**src/rtl/pdpc_pkg.sv**
```systemverilog
/*
 Constants of the port data and pull-up block: byte addresses, port widths,
 reset values. Assumes a byte-wide processor data bus with 16-bit addresses.
*/
// Function
// RQ1 - Writing port data loads the latch; output-mode pins drive the latch value.
// RQ2 - Reads return pin level for input bits, latch value for output bits.
// RQ3 - Reset clears all latches; the input-only port reads undefined.
// RQ4 - Data bit 0 means low, 1 means high, driven or sensed.
// RQ5 - Input-mode writes update the latch but leave the pin undriven.
// RQ6 - Latch bits hold until rewritten or reset.
// RQ7 - Reads never alter latch contents.
// RQ8 - Modify on output pins uses latch value, written back and driven.
// RQ9 - Modify on input pins uses pin level; result only reaches latch.
// RQ10 - Bit instructions access the port as a whole byte.
// RQ11 - Pull-up only when selected and pin in input mode.
// RQ12 - Select bit 1 connects the pull-up, 0 leaves it open.
// RQ13 - Reset clears pull-up selects, all pull-ups disconnected.
// RQ14 - Data and pull-up registers accept bit and byte accesses.
// RQ15 - Direction bit 0 output, 1 input; reset sets all to one.
// RQ16 - Four-bit analog-shared port is input only.
// RQ17 - One-bit last port is output only and low during reset.
// RQ18 - Unimplemented upper bits read zero and ignore writes; the direction registers read their unimplemented upper bits as one.
package pdpc_pkg;
   localparam logic [15:0] PORT0_ADDR   = 16'hff00;
   localparam logic [15:0] PORT1_ADDR   = 16'hff01;
   localparam logic [15:0] PORT2_ADDR   = 16'hff02;
   localparam logic [15:0] PORT3_ADDR   = 16'hff03;
   localparam logic [15:0] PORT12_ADDR  = 16'hff0c;
   localparam logic [15:0] PORT13_ADDR  = 16'hff0d;
   localparam logic [15:0] DIR0_ADDR    = 16'hff20;
   localparam logic [15:0] DIR1_ADDR    = 16'hff21;
   localparam logic [15:0] DIR3_ADDR    = 16'hff23;
   localparam logic [15:0] DIR12_ADDR   = 16'hff2c;
   localparam logic [15:0] PULL0_ADDR   = 16'hff30;
   localparam logic [15:0] PULL1_ADDR   = 16'hff31;
   localparam logic [15:0] PULL3_ADDR   = 16'hff33;
   localparam logic [15:0] PULL12_ADDR  = 16'hff3c;
   localparam int          PORT0_W      = 4;
   localparam int          PORT1_W      = 8;
   localparam int          PORT2_W      = 4;
   localparam int          PORT3_W      = 4;
   localparam int          PORT12_W     = 1;
   localparam int          PORT13_W     = 1;
   localparam logic [7:0]  LATCH_RST    = 8'h00;
   localparam logic [7:0]  DIR_RST      = 8'hff;
   localparam logic [7:0]  PULL_RST     = 8'h00;
   localparam logic [7:0]  UNMAPPED_RD  = 8'h00;
endpackage

```
**src/rtl/pdpc_slice_if.sv**
```systemverilog
/*
 Register strobes and readback views between the decoder and one port slice.
 Assumes the decoder issues at most one strobe per cycle.
*/
`timescale 1ns/1ps
`default_nettype none
interface pdpc_slice_if;
   logic       latchWr;
   logic       dirWr;
   logic       pullWr;
   logic [7:0] wrData;
   logic [7:0] latchRd;
   logic [7:0] dirRd;
   logic [7:0] pullRd;
   modport ctrl  (output latchWr, dirWr, pullWr, wrData, input latchRd, dirRd, pullRd);
   modport slice (input latchWr, dirWr, pullWr, wrData, output latchRd, dirRd, pullRd);
endinterface
`default_nettype wire

```
**src/rtl/pdpc_ports.sv**
```systemverilog
/*
 Port data, direction and pull-up registers of the general-purpose ports,
 with address decode on the processor byte bus. Assumes the processor does
 bit operations as byte read, modify, byte write.
*/
`timescale 1ns/1ps
`default_nettype none
module pdpc_ports (
   // Clock and reset
   input  wire logic                           clock,
   input  wire logic                           rst,
   // Processor byte bus
   input  wire logic [15:0]                    addr,
   input  wire logic                           wrEn,
   input  wire logic [7:0]                     wrData,
   input  wire logic                           rdEn,
   output var  logic [7:0]                     rdData,
   // Port 0 pins
   input  wire logic [pdpc_pkg::PORT0_W-1:0]   port0In,
   output var  logic [pdpc_pkg::PORT0_W-1:0]   port0Out,
   output var  logic [pdpc_pkg::PORT0_W-1:0]   port0Oe,
   output var  logic [pdpc_pkg::PORT0_W-1:0]   port0Pullup,
   // Port 1 pins
   input  wire logic [pdpc_pkg::PORT1_W-1:0]   port1In,
   output var  logic [pdpc_pkg::PORT1_W-1:0]   port1Out,
   output var  logic [pdpc_pkg::PORT1_W-1:0]   port1Oe,
   output var  logic [pdpc_pkg::PORT1_W-1:0]   port1Pullup,
   // Port 2 pins, input only
   input  wire logic [pdpc_pkg::PORT2_W-1:0]   port2In,
   // Port 3 pins
   input  wire logic [pdpc_pkg::PORT3_W-1:0]   port3In,
   output var  logic [pdpc_pkg::PORT3_W-1:0]   port3Out,
   output var  logic [pdpc_pkg::PORT3_W-1:0]   port3Oe,
   output var  logic [pdpc_pkg::PORT3_W-1:0]   port3Pullup,
   // Port 12 pin
   input  wire logic [pdpc_pkg::PORT12_W-1:0]  port12In,
   output var  logic [pdpc_pkg::PORT12_W-1:0]  port12Out,
   output var  logic [pdpc_pkg::PORT12_W-1:0]  port12Oe,
   output var  logic [pdpc_pkg::PORT12_W-1:0]  port12Pullup,
   // Port 13 pin, output only
   output var  logic [pdpc_pkg::PORT13_W-1:0]  port13Out
);
   import pdpc_pkg::*;

   pdpc_slice_if s0 ();
   pdpc_slice_if s1 ();
   pdpc_slice_if s2 ();
   pdpc_slice_if s3 ();
   pdpc_slice_if s12 ();

   logic [7:0]          rdData_r;
   logic [PORT13_W-1:0] port13_r;
   wire  [7:0]          rdData_nxt;
   wire  [7:0]          port13Rd;
   wire                 hitPort13;
   wire                 hitData0;
   wire                 hitData1;
   wire                 hitData2;
   wire                 hitData3;
   wire                 hitData12;
   wire                 hitData13;
   wire                 hitDir0;
   wire                 hitDir1;
   wire                 hitDir3;
   wire                 hitDir12;
   wire                 hitPull0;
   wire                 hitPull1;
   wire                 hitPull3;
   wire                 hitPull12;
   wire                 hitNone;

   ////////////////////////////////////////////////////////////////////////
   // Decode: whole byte always, bit ops arrive as byte writes
   assign s0.latchWr  = wrEn && addr == PORT0_ADDR; // RQ10 RQ14
   assign s0.dirWr    = wrEn && addr == DIR0_ADDR;
   assign s0.pullWr   = wrEn && addr == PULL0_ADDR;
   assign s0.wrData   = wrData;
   assign s1.latchWr  = wrEn && addr == PORT1_ADDR;
   assign s1.dirWr    = wrEn && addr == DIR1_ADDR;
   assign s1.pullWr   = wrEn && addr == PULL1_ADDR;
   assign s1.wrData   = wrData;
   // Analog-shared port has no writable state at all
   assign s2.latchWr  = 1'b0; // RQ16
   assign s2.dirWr    = 1'b0;
   assign s2.pullWr   = 1'b0;
   assign s2.wrData   = wrData;
   assign s3.latchWr  = wrEn && addr == PORT3_ADDR;
   assign s3.dirWr    = wrEn && addr == DIR3_ADDR;
   assign s3.pullWr   = wrEn && addr == PULL3_ADDR;
   assign s3.wrData   = wrData;
   assign s12.latchWr = wrEn && addr == PORT12_ADDR;
   assign s12.dirWr   = wrEn && addr == DIR12_ADDR;
   assign s12.pullWr  = wrEn && addr == PULL12_ADDR;
   assign s12.wrData  = wrData;
   assign hitPort13   = wrEn && addr == PORT13_ADDR;

   ////////////////////////////////////////////////////////////////////////
   // Address hits for the read side, one compare per register
   assign hitData0  = addr == PORT0_ADDR;
   assign hitData1  = addr == PORT1_ADDR;
   assign hitData2  = addr == PORT2_ADDR;
   assign hitData3  = addr == PORT3_ADDR;
   assign hitData12 = addr == PORT12_ADDR;
   assign hitData13 = addr == PORT13_ADDR;
   assign hitDir0   = addr == DIR0_ADDR;
   assign hitDir1   = addr == DIR1_ADDR;
   assign hitDir3   = addr == DIR3_ADDR;
   assign hitDir12  = addr == DIR12_ADDR;
   assign hitPull0  = addr == PULL0_ADDR;
   assign hitPull1  = addr == PULL1_ADDR;
   assign hitPull3  = addr == PULL3_ADDR;
   assign hitPull12 = addr == PULL12_ADDR;
   // Outside the map: reads answer zero, writes go nowhere
   assign hitNone   = ~|{hitData0, hitData1, hitData2, hitData3, hitData12, hitData13,
                         hitDir0, hitDir1, hitDir3, hitDir12,
                         hitPull0, hitPull1, hitPull3, hitPull12};

   ////////////////////////////////////////////////////////////////////////
   pdpc_port_slice #(.WIDTH(PORT0_W), .HAS_OUT(1'b1)) u_port0 (
      .clock    (clock),
      .rst      (rst),
      .bus      (s0),
      .pinIn    (port0In),
      .pinOut   (port0Out),
      .pinOe    (port0Oe),
      .pullupEn (port0Pullup)
   );

   pdpc_port_slice #(.WIDTH(PORT1_W), .HAS_OUT(1'b1)) u_port1 (
      .clock    (clock),
      .rst      (rst),
      .bus      (s1),
      .pinIn    (port1In),
      .pinOut   (port1Out),
      .pinOe    (port1Oe),
      .pullupEn (port1Pullup)
   );

   pdpc_port_slice #(.WIDTH(PORT2_W), .HAS_OUT(1'b0)) u_port2 (
      .clock    (clock),
      .rst      (rst),
      .bus      (s2),
      .pinIn    (port2In),
      .pinOut   (),
      .pinOe    (),
      .pullupEn ()
   );

   pdpc_port_slice #(.WIDTH(PORT3_W), .HAS_OUT(1'b1)) u_port3 (
      .clock    (clock),
      .rst      (rst),
      .bus      (s3),
      .pinIn    (port3In),
      .pinOut   (port3Out),
      .pinOe    (port3Oe),
      .pullupEn (port3Pullup)
   );

   pdpc_port_slice #(.WIDTH(PORT12_W), .HAS_OUT(1'b1)) u_port12 (
      .clock    (clock),
      .rst      (rst),
      .bus      (s12),
      .pinIn    (port12In),
      .pinOut   (port12Out),
      .pinOe    (port12Oe),
      .pullupEn (port12Pullup)
   );

   ////////////////////////////////////////////////////////////////////////
   // Output-only port: no direction, reads back its latch
   always_ff @(posedge clock) begin
      if (rst) begin
         port13_r <= LATCH_RST[PORT13_W-1:0]; // RQ17
      end else if (hitPort13) begin
         port13_r <= wrData[PORT13_W-1:0];
      end
   end
   assign port13Out = port13_r;
   assign port13Rd  = {{(8-PORT13_W){1'b0}}, port13_r}; // RQ18

   ////////////////////////////////////////////////////////////////////////
   // Read mux; unmapped addresses answer zero
   assign rdData_nxt =
      hitData0  ? s0.latchRd  :
      hitData1  ? s1.latchRd  :
      hitData2  ? s2.latchRd  :
      hitData3  ? s3.latchRd  :
      hitData12 ? s12.latchRd :
      hitData13 ? port13Rd    :
      hitDir0   ? s0.dirRd    :
      hitDir1   ? s1.dirRd    :
      hitDir3   ? s3.dirRd    :
      hitDir12  ? s12.dirRd   :
      hitPull0  ? s0.pullRd   :
      hitPull1  ? s1.pullRd   :
      hitPull3  ? s3.pullRd   :
      hitPull12 ? s12.pullRd  :
      UNMAPPED_RD; // RQ2 RQ7

   // Registered so the bus sees a flop; answer one cycle after rdEn
   always_ff @(posedge clock) begin
      if (rst) begin
         rdData_r <= UNMAPPED_RD;
      end else if (rdEn) begin
         rdData_r <= rdData_nxt;
      end
   end
   assign rdData = rdData_r;
endmodule
`default_nettype wire

```
**src/rtl/pdpc_port_slice.sv**
```systemverilog
/*
 One port: output latch, direction, pull-up select, pin synchroniser and
 readback. Assumes strobes come from logic on the same clock.
*/
`timescale 1ns/1ps
`default_nettype none
module pdpc_port_slice #(
   parameter int WIDTH   = 8,
   parameter bit HAS_OUT = 1'b1
) (
   // Clock and reset
   input  wire logic             clock,
   input  wire logic             rst,
   // Register side
   pdpc_slice_if.slice           bus,
   // Pins
   input  wire logic [WIDTH-1:0] pinIn,
   output var  logic [WIDTH-1:0] pinOut,
   output var  logic [WIDTH-1:0] pinOe,
   output var  logic [WIDTH-1:0] pullupEn
);
   import pdpc_pkg::*;

   generate
      if (WIDTH < 1 || WIDTH > 8) begin : g_badWidth
         $error("port slice width must be 1 to 8");
      end
   endgenerate

   logic [WIDTH-1:0] latch_r;
   logic [WIDTH-1:0] oe_r;
   logic [WIDTH-1:0] pull_r;
   logic [WIDTH-1:0] pullEn_r;
   logic [WIDTH-1:0] syncA_r;
   logic [WIDTH-1:0] syncB_r;
   wire  [WIDTH-1:0] oe_nxt;
   wire  [WIDTH-1:0] pull_nxt;
   wire  [WIDTH-1:0] readback;

   ////////////////////////////////////////////////////////////////////////
   // Direction reg stored as drive enable: 0 in the register means drive
   assign oe_nxt   = (HAS_OUT && bus.dirWr) ? ~bus.wrData[WIDTH-1:0] : oe_r; // RQ15 RQ16
   assign pull_nxt = (HAS_OUT && bus.pullWr) ? bus.wrData[WIDTH-1:0] : pull_r; // RQ14
   // Input bits read the pin, so a modify on them captures the level
   assign readback = (oe_r & latch_r) | (~oe_r & syncB_r); // RQ2 RQ8 RQ9 RQ10

   always_ff @(posedge clock) begin
      if (rst) begin
         latch_r  <= LATCH_RST[WIDTH-1:0]; // RQ3
         oe_r     <= ~DIR_RST[WIDTH-1:0]; // RQ15
         pull_r   <= PULL_RST[WIDTH-1:0]; // RQ13
         pullEn_r <= PULL_RST[WIDTH-1:0];
      end else begin
         if (HAS_OUT && bus.latchWr) begin
            latch_r <= bus.wrData[WIDTH-1:0]; // RQ1 RQ5 RQ6
         end
         oe_r     <= oe_nxt;
         pull_r   <= pull_nxt;
         pullEn_r <= pull_nxt & ~oe_nxt; // RQ11 RQ12
      end
   end

   // No reset: pin level is unknown until sampled anyway
   always_ff @(posedge clock) begin
      syncA_r <= pinIn;
      syncB_r <= syncA_r;
   end

   assign pinOut   = latch_r; // RQ4
   assign pinOe    = oe_r;
   assign pullupEn = pullEn_r;

   always_comb begin
      bus.latchRd = 8'h00; // RQ18
      bus.pullRd  = 8'h00;
      bus.dirRd   = 8'hff;
      bus.latchRd[WIDTH-1:0] = readback;
      bus.pullRd[WIDTH-1:0]  = pull_r;
      bus.dirRd[WIDTH-1:0]   = ~oe_r;
   end
endmodule
`default_nettype wire

```
**config.mk**
```make
export PLATFORM = sky130hd
export DESIGN_NAME = pdpc_ports
export DESIGN_NICKNAME = d
export VERILOG_FILES = /design/src/rtl/pdpc_pkg.sv /design/src/rtl/pdpc_slice_if.sv /design/src/rtl/pdpc_ports.sv /design/src/rtl/pdpc_port_slice.sv
export SDC_FILE = /design/constraint.sdc
export NUM_CORES = 1
export LEC_CHECK = 0
export BUFFER_PORTS_ARGS = -buffer_cell sky130_fd_sc_hd__buf_2
export CORE_MARGIN = 3
export CORE_UTILIZATION = 25
export DETAILED_ROUTE_END_ITERATION = 10
export GPL_ROUTABILITY_DRIVEN = 0
export GPL_TIMING_DRIVEN = 0
export SLEW_MARGIN = 20
export SYNTH_ARGS = -nofsm -noshare
export SYNTH_HDL_FRONTEND = slang
export SYNTH_SLANG_ARGS = --single-unit
```
**constraint.sdc**
```tcl
create_clock -name clock -period 2.3 [get_ports clock]
set_input_delay 0.23 -clock clock [delete_from_list [all_inputs] [get_ports clock]]
set_output_delay 0.23 -clock clock [all_outputs]
set_load 0.1 [all_outputs]
```
==> results of run 1 <==
## critical path: cells and delay by family
kind	cells	cell delay, ns
buffers and inverters	1	0.08
and+or+nand+nor	4	1.48
AOI/OAI and AO/OA	2	0.67
## metrics by stage
stage               hold slack (ns)   util  instances
finish                        0.105  0.343        934
detailed placement            0.312  0.299        881
global placement              0.312  0.299        881
CTS                          0.0941  0.343        934
global route                  0.118  0.343        934
floorplan                     0.258      -        541
## path summary, 6_finish.rpt
kind | start | to | slack (ns) | depth (start not counted)
setup / recovery | addr[10] | rdData[0] | 0.14 | 7
hold / removal | wrData[7] | u_port1.pinOut[7] | 0.10 | 3
setup reg to reg | u_port12.pinOe | rdData[0] | 0.64 | 6
hold reg to reg | u_port2.syncA_r[2] | u_port2.syncB_r[2] | 0.32 | 0
## report_power, final
group | total [uW] | internal [uW] | switching, uW
Clock | 2700 | 1710 | 993
Sequential | 2120 | 2110 | 13.6
Combinational | 334 | 110 | 224
## flip-flops by register name, summed over array words and instances (netlist names), 8 cells and up
register / cells
u_port1.pinOut: 8
u_port1.syncA_r: 8
u_port1.pullupEn: 8
u_port1.syncB_r: 8
u_port1.pinOe: 8
u_port1.bus.pullRd: 8
rdData: 8
## kinds of logic after synthesis
| logic type | after synthesis | share of synthesized area |
|---|---|---|
| AO/OA/AOI/OAI | 112 | 0.147 |
| AND/OR/NAND/NOR | 232 | 0.234 |
| multiplexers | 41 | 0.0874 |
| flip-flops | 119 | 0.497 |
| buffers and inverters | 37 | 0.0344 |
## placed cells by master, fill, tap and decap left out, types with 3 or more instances in the layout
cell type      instances
a2111oi_0              5
a2111oi_2              4
a211oi_1               6
a21oi_1               48
a22oi_1                4
a31oi_1                4
and3_1                 4
and3b_1                4
buf_2                112
bufinv_16              3
clkbuf_1              25
clkbuf_16             17
clkinv_2               4
clkinvlp_4             3
dfxtp_1              119
dlygate4sd3_1         21
inv_1                  3
inv_6                  4
mux2_2                 7
mux2i_1               34
nand2_1               38
nand2b_1               4
nand3_1               20
nand4_1                7
nor2_1               115
nor3_1                12
nor4_1                 5
o21ai_0               22
o22ai_1                3
or3_1                  3
## routing by layer
metal / global-route usage / vias to the layer above / routed length (um)
li1: - / 2216 / -
met1: 0.206 / 2093 / 7200
met2: 0.251 / 238 / 7490
met3: 0.0443 / 42 / 1430
met4: 0.0717 / 0 / 624
met5: 0 / - / 0
## cell type report
cell class                      count  area [um2]  area share
Sequential cell                   119        2380       0.370
Clock inverter                     15         176      0.0274
Inverter                            3        11.3     0.00175
Tap cell                          234         293      0.0455
Multi-Input combinational cell    385        2250       0.350
Buffer                             34         154      0.0239
Clock buffer                       17         425      0.0661
Timing Repair Buffer              127         741       0.115
==> flow_metrics.py, run 1 <==
metrics = {
    "status": {
        "status": "complete, no violations",
    },
    "routing": {
        "vias_per_cell": 4.91,
        "drc_errors": 0,
        "ant_nets": 0,
        "first_iter_violations": 453,
        "finalWirelength_mm": 16.7,
        "firstDrtPassIters": 6,
        "num_vias": 4589,
        "routedWlPerCell_um": 17.9,
    },
    "worst_setup_path": {
        "worstSetupPathType": "in -> reg",
        "worst_path_largest_cell_delay_ns": 0.78,
        "worstPathMaxFanout": 8,
        "cp-start-kind": "primary input",
        "path_cells": "buf_2 > nand4_2 > nor3_1 > nand2_1 > a2111oi_0 > nor3_1 > a21o_1",
        "crit_required_ns": 2.61,
        "worst-endpoint-arrival_ns": 2.47,
        "crit_top_cell": "nor3_1",
        "cp-end-kind": "register",
        "cp_slowest_cell": "nor3_1",
    },
    "layout": {
        "syn2layout_area_growth_pct": 34.1,
        "nFillCells": 1978,
        "diodes": 0,
        "fin_area_um2": 6430,
        "nets": 736,
        "drive_above_1_share": 0.240,
    },
    "place": {
        "dpl_worst_slack_ns": -0.194,
        "dp_hpwl_mm": 11.9,
        "dpl_cell_area_um2": 5620,
        "port-buffer-count": 106,
    },
    "timing": {
        "finClkSkew_ns": 0.00837,
        "tns_ns": 0,
        "fin_crit_ns": 2.16,
        "hold_violations": 0,
        "fin_crit_sh": 0.938,
        "rsz0062_at_grt": "false",
        "setup_viol": 0,
        "layout_setup_ws_ns": 0.143,
        "worst_pin_slew_ns": 1.08,
        "maxSlewViolCount": 0,
        "relSlewSlack": 0.275,
        "fmax_mhz": 464,
    },
    "grt": {
        "antenna_found_initial": 0,
        "overflow": 0,
        "grt_pass1_vias": 4340,
        "grtUsageTotal": 0.160,
        "grt_pass1_wl_mm": 24.7,
        "grt_max_degree": 17,
    },
    "clock_network": {
        "clock-root-buffer": "clkbuf_16",
        "tritoncts": "done",
        "ctsResizeCount": 0,
        "numClockSinks": 119,
        "clk_latency_ns": 0.42,
        "cts.path.max_buffers": 2,
        "cts.clk_slew.worst_paths_ns": 0.05,
        "cts_made_buffers": 17,
        "post_cts_buffers": 0,
        "htree_levels": 4,
        "cts_hold_buf": 21,
    },
    "yosys": {
        "ys_top_cells_by_area": "dfxtp_1, nor2_1, mux2i_1",
        "ys_ff_latch": 119,
        "yosysTopAreaCellShare": 0.497,
        "syn_inst": 541,
        "synth_top_flop_cell": "dfxtp_1",
        "async_flop_share": 0,
        "synth_area_um2": 4800,
        "avgSynthCellArea_um2": 8.87,
        "syn_nets": 590,
        "synth_edf_count": 0,
        "synthTopCellsByCount": "dfxtp_1, nor2_1, a21oi_1",
        "ys_seq_area_frac": 0.497,
        "synth_warnings": 0,
        "yosys.cell_types.count": 53,
        "synth_top_cell_by_area": "dfxtp_1",
        "yosysMostFrequentCell": "dfxtp_1",
    },
    "floorplan": {
        "ioPinCount": 109,
        "die_x_um": 145,
        "die_h_um": 145,
        "initial_core_util": 0.256,
        "rows": 50,
        "die_area_um2": 20900,
        "core_um2": 18800,
    },
    "power": {
        "power_uw": 5150,
        "peakVddDrop_mv": 0.452,
        "power.density_nw_per_um2": 801,
        "p_leak_uw": 0.00272,
    },
    "flow_run": {
        "max_cap_violations": 0,
    },
    "hold_path": {
        "hp-class": "in -> reg",
    },
}
No activity file was read; power rests on OpenSTA's default activity.
==> inputs of run 2 (changes only) <==
--- a/config.mk
+++ b/config.mk
@@ -14,4 +14,5 @@
 export SLEW_MARGIN = 20
 export SYNTH_ARGS = -nofsm -noshare
 export SYNTH_HDL_FRONTEND = slang
+export SYNTH_HIERARCHICAL = 1
 export SYNTH_SLANG_ARGS = --single-unit
==> run 2 against run 1 <==
Against the previous run:
- count of clock-buffer cells in the layout up 3
- routed wire length rose by 17%
- die area rose by 24%
- clock power down 1%
- sequential share of layout area shrank 6.9 points
- fmax down 3.6%
- critical endpoint is now rdData[6]
- combinational power rose by 29%
- cell count is 27% higher
- hold slack better by 0.0081 ns
==> flow_metrics.py, run 2 <==
metrics = {
    "status": {
        "status": "complete, no violations",
    },
    "worst_setup_path": {
        "critPathLaunch": "addr[0]",
        "worstPathMaxFanout": 10,
        "crit_required_ns": 2.65,
        "r2r_slack_ns": 0.58,
        "worstSetupPathType": "in -> reg",
        "cp_num_cells": 7,
        "path_cells": "buf_2 > nor4_4 > nand3_2 > nor2_1 > a222oi_1 > a2111oi_2 > o21bai_1",
        "ff2ff_path_depth": 6,
        "worst_path_largest_cell_delay_ns": 0.68,
        "reg2reg_from": "u_port1/pinOe[0]",
        "cp_top_family": "simple AND/OR/NAND/NOR gates",
        "crit_buf_inv": 1,
        "cp-end-kind": "register",
        "cp_slowest_cell": "nor4_4",
        "cp-start-kind": "primary input",
        "worst-endpoint-arrival_ns": 2.59,
    },
    "timing": {
        "hold_violations": 0,
        "worst_pin_slew_ns": 0.865,
        "maxSlewViolCount": 0,
        "relSlewSlack": 0.418,
        "fin_crit_ns": 2.24,
        "setup_viol": 0,
        "fin_crit_sh": 0.973,
        "tns_ns": 0,
        "finClkSkew_ns": 0.0244,
        "fmax_mhz": 447,
        "hold_ws_ns": 0.113,
        "rsz0062_at_grt": "true",
    },
    "power": {
        "sequentialPowerShare": 0.406,
        "power.density_nw_per_um2": 659,
        "swShare": 0.233,
        "combPwrFrac": 0.083,
        "power.switching_uw": 1210,
        "intPower_uw": 3990,
        "p_leak_uw": 0.00328,
        "peakVddDrop_mv": 0.481,
        "pwr-share-clk": 0.511,
        "power_uw": 5210,
    },
    "routing": {
        "drc_errors": 0,
        "ant_nets": 0,
        "routedWlPerCell_um": 16.5,
        "num_vias": 5415,
        "firstDrtPassIters": 7,
        "finalWirelength_mm": 19.5,
        "first_iter_violations": 399,
        "vias_per_cell": 4.57,
    },
    "layout": {
        "final_common_cell": "dfxtp_1",
        "drive_above_1_share": 0.282,
        "syn2layout_area_growth_pct": 31.3,
        "nets": 902,
        "diodes": 0,
        "nFillCells": 2498,
        "mostFrequentLayoutCells": "dfxtp_1, buf_2, nor2_1, buf_4, a21oi_1",
        "fin_cells": 1185,
    },
    "place": {
        "dp_hpwl_mm": 14.7,
        "place_inst": 1132,
        "port-buffer-count": 104,
    },
    "floorplan": {
        "initial_core_util": 0.256,
        "die_x_um": 161,
        "die_h_um": 161,
        "rows": 56,
        "die_area_um2": 26000,
        "ioPinCount": 109,
        "core_um2": 23500,
    },
    "hold_path": {
        "hold_depth": 3,
        "hold_path.startpoint": "wrData[6]",
        "hp-class": "in -> reg",
    },
    "clock_network": {
        "cts.clk_slew.worst_paths_ns": 0.06,
        "cts.path.max_buffers": 2,
        "clock-root-buffer": "clkbuf_16",
        "clk_latency_ns": 0.42,
        "post_cts_buffers": 0,
        "numClockSinks": 119,
        "cts_made_buffers": 17,
        "tritoncts": "done",
        "htree_levels": 4,
    },
    "grt": {
        "grt_max_degree": 18,
        "grt_pass1_vias": 5220,
        "antenna_found_initial": 0,
        "overflow": 0,
        "grtUsageTotal": 0.148,
        "grt_pass1_wl_mm": 29.7,
    },
    "yosys": {
        "synth_area_um2": 6020,
        "synth_warnings": 6,
        "syn_inst": 667,
        "avgSynthCellArea_um2": 9.03,
    },
    "flow_run": {
        "max_cap_violations": 0,
    },
}
## run 2: per-stage QoR
step	setup slack [ns]	cell area, um2	utilization
after global routing	-0.0129	7910	0.336
after CTS	0.0786	7900	0.336
final	0.0619	7910	0.336
after global placement	-0.338	7100	0.301
after floorplan	0.124	6180	-
after detailed placement	-0.339	7100	0.301
## run 2: metal layers
layer,vias to the layer above,wire (um),global-route usage
met3,40,1390,0.0339
li1,2638,-,-
met4,0,747,0.0688
met1,2506,8970,0.200
met5,-,0,0
met2,231,8410,0.225
## run 2: area by class of cell
cell class	instances	area, um2	share of cell area
inverter	29	109	0.0138
tap	319	399	0.0505
timing repair buffer	125	731	0.0924
clock inverter	12	154	0.0195
clock buffer	20	437	0.0552
multi-input combinational	468	3050	0.386
buffer	93	643	0.0814
sequential	119	2380	0.301
## run 2: worst register-to-register path, stage by stage, from the launching register on
cell,delay [ns]
dfxtp_1,0.41
mux2_1,0.37
mux2_2,0.28
a21oi_1,0.17
o32ai_1,0.10
a31oi_1,0.18
a211oi_1,0.09
## run 2: timing repair
action | in CTS | in global routing
hold buffers | 21 | 0
endpoints found under the hold margin | 21 | 0
gates resized for setup | 0 | 2
setup endpoints to repair | 0 | 29
## run 2: path summary, 6_finish.rpt
check / end
worst max-delay path: rdData[6]
worst min register to register: u_port12/syncB_r
worst min-delay path: u_port1/bus.pullRd[6]
worst max register to register: rdData[0]
## run 2: power groups by stage
stage               Combinational, uW  Sequential [uW]  Clock, uW
floorplan                         234             2180          0
global placement                  393             2160          0
detailed placement                392             2160          0
CTS                               421             2120       2700
global route                      465             2120       2790
finish                            430             2120       2660
==> inputs of run 3 (changes only) <==
--- a/config.mk
+++ b/config.mk
@@ -11,6 +11,7 @@
 export DETAILED_ROUTE_END_ITERATION = 10
 export GPL_ROUTABILITY_DRIVEN = 0
 export GPL_TIMING_DRIVEN = 0
+export MAX_ROUTING_LAYER = met4
 export SLEW_MARGIN = 20
 export SYNTH_ARGS = -nofsm -noshare
 export SYNTH_HDL_FRONTEND = slang
==> run 3 against run 2 <==
Against the previous run:
- hold slack better by 0.0037 ns
- combinational power barely moved
- register-to-register slack about the same
- global-route usage grew 0.42 points
- sequential share of layout area is the same
- utilization unchanged
- highest routed layer unchanged
==> flow_metrics.py, run 3 (synthesis gave the netlist of run 2 again) <==
metrics = {
    "grt": {
        "use_met2": 0.224,
        "antenna_found_initial": 0,
        "grtUsageTotal": 0.152,
        "busiest_layer": "met2",
        "grt_pass1_wl_mm": 29.7,
        "met3_usage": 0.0333,
        "grt_pass1_vias": 5225,
        "grt_max_degree": 18,
        "use_met1": 0.200,
        "overflow": 0,
    },
    "timing": {
        "maxSlewViolCount": 0,
        "fmax_mhz": 451,
        "worst_pin_slew_ns": 0.920,
        "setup_viol": 0,
        "tns_ns": 0,
        "rsz0062_at_grt": "true",
        "fin_crit_sh": 0.965,
        "hold_violations": 0,
        "finClkSkew_ns": 0.0196,
        "fin_crit_ns": 2.22,
        "relSlewSlack": 0.381,
    },
    "worst_setup_path": {
        "cp_slowest_cell": "nor4_4",
        "path_cells": "buf_2 > nor4_4 > nand3_2 > nor2_1 > a222oi_1 > a2111oi_2 > o21bai_1",
        "crit_required_ns": 2.65,
        "worstPathMaxFanout": 10,
        "cp-start-kind": "primary input",
        "worst-endpoint-arrival_ns": 2.57,
        "worst_path_largest_cell_delay_ns": 0.66,
        "crit_buf_inv": 1,
        "cp-end-kind": "register",
        "worstSetupPathType": "in -> reg",
        "cp_top_family": "simple AND/OR/NAND/NOR gates",
    },
    "power": {
        "sequentialPowerShare": 0.407,
        "p_leak_uw": 0.00328,
        "pwr-share-clk": 0.510,
        "combPwrFrac": 0.083,
        "power.density_nw_per_um2": 658,
        "intPower_uw": 3990,
        "peakVddDrop_mv": 0.484,
        "power.switching_uw": 1210,
        "power_uw": 5200,
        "swShare": 0.232,
    },
    "routing": {
        "ant_nets": 0,
        "first_iter_violations": 373,
        "firstDrtPassIters": 5,
        "vias_per_cell": 4.59,
        "drc_errors": 0,
        "routedWlPerCell_um": 16.5,
        "num_vias": 5440,
        "finalWirelength_mm": 19.5,
    },
    "place": {
        "place_inst": 1132,
        "dpl_cell_area_um2": 7100,
        "dp_hpwl_mm": 14.7,
        "port-buffer-count": 104,
    },
    "floorplan": {
        "die_h_um": 161,
        "initial_core_util": 0.256,
        "rows": 56,
        "die_area_um2": 26000,
        "core_um2": 23500,
        "ioPinCount": 109,
        "die_x_um": 161,
    },
    "layout": {
        "mostFrequentLayoutCells": "dfxtp_1, buf_2, nor2_1, buf_4, a21oi_1",
        "fin_cells": 1185,
        "final_common_cell": "dfxtp_1",
        "drive_above_1_share": 0.282,
        "diodes": 0,
        "fin_area_um2": 7910,
        "syn2layout_area_growth_pct": 31.3,
        "nFillCells": 2498,
        "post-route-util": 0.336,
        "nets": 902,
    },
    "clock_network": {
        "tritoncts": "done",
        "numClockSinks": 119,
        "clock-root-buffer": "clkbuf_16",
        "clk_latency_ns": 0.42,
        "post_cts_buffers": 0,
        "htree_levels": 4,
        "cts.clk_slew.worst_paths_ns": 0.06,
        "cts.path.max_buffers": 2,
        "cts_made_buffers": 17,
    },
    "hold_path": {
        "hp-class": "in -> reg",
    },
    "flow_run": {
        "max_cap_violations": 0,
    },
    "status": {
        "status": "complete, no violations",
    },
}
-- run 3: stage by stage --
step	setup slack (ns)	hold WS [ns]
floorplan	0.124	0.258
global placement	-0.338	0.310
detailed placement	-0.339	0.313
CTS	0.0786	0.0870
global route	-0.00744	0.107
finish	0.0803	0.116
-- run 3: worst min-delay path, cell delays in order --
cell     delay (ns)
buf_2          0.11
mux2i_1        0.07
nor2_1         0.07
-- run 3: path summary, 6_finish.rpt --
path	from	end	slack, ns	cells after the start
max	addr[0]	rdData[6]	0.08	7
min	wrData[6]	u_port1/bus.pullRd[6]	0.12	3
max reg2reg	u_port1/pinOe[0]	rdData[0]	0.58	6
min reg2reg	u_port12/syncA_r	u_port12/syncB_r	0.32	0
-- run 3: what timing repair did --
item,in CTS,in global routing
gates resized for setup,0,2
endpoints found under the setup margin,0,29
hold buffers,21,0
endpoints found under the hold margin,21,0
-- run 3: power groups by stage --
stage | Combinational [uW] | Clock [uW] | Sequential, uW
after global routing | 465 | 2790 | 2120
after global placement | 393 | 0 | 2160
after CTS | 421 | 2700 | 2120
after detailed placement | 392 | 0 | 2160
final | 430 | 2650 | 2120
after floorplan | 234 | 0 | 2180
-- run 3: final cells by class --
cell class | count | area, um2 | share of cell area
sequential | 119 | 2380 | 0.301
clock inverter | 12 | 154 | 0.0195
timing repair buffer | 125 | 731 | 0.0924
tap | 319 | 399 | 0.0505
buffer | 93 | 643 | 0.0814
multi-input combinational | 468 | 3050 | 0.386
clock buffer | 20 | 437 | 0.0552
inverter | 29 | 109 | 0.0138
-- run 3: metal layers --
layer,routed length [um],part of all wire
met4,751,0.039
met5,0,0
met3,1240,0.063
met1,9070,0.46
met2,8450,0.43
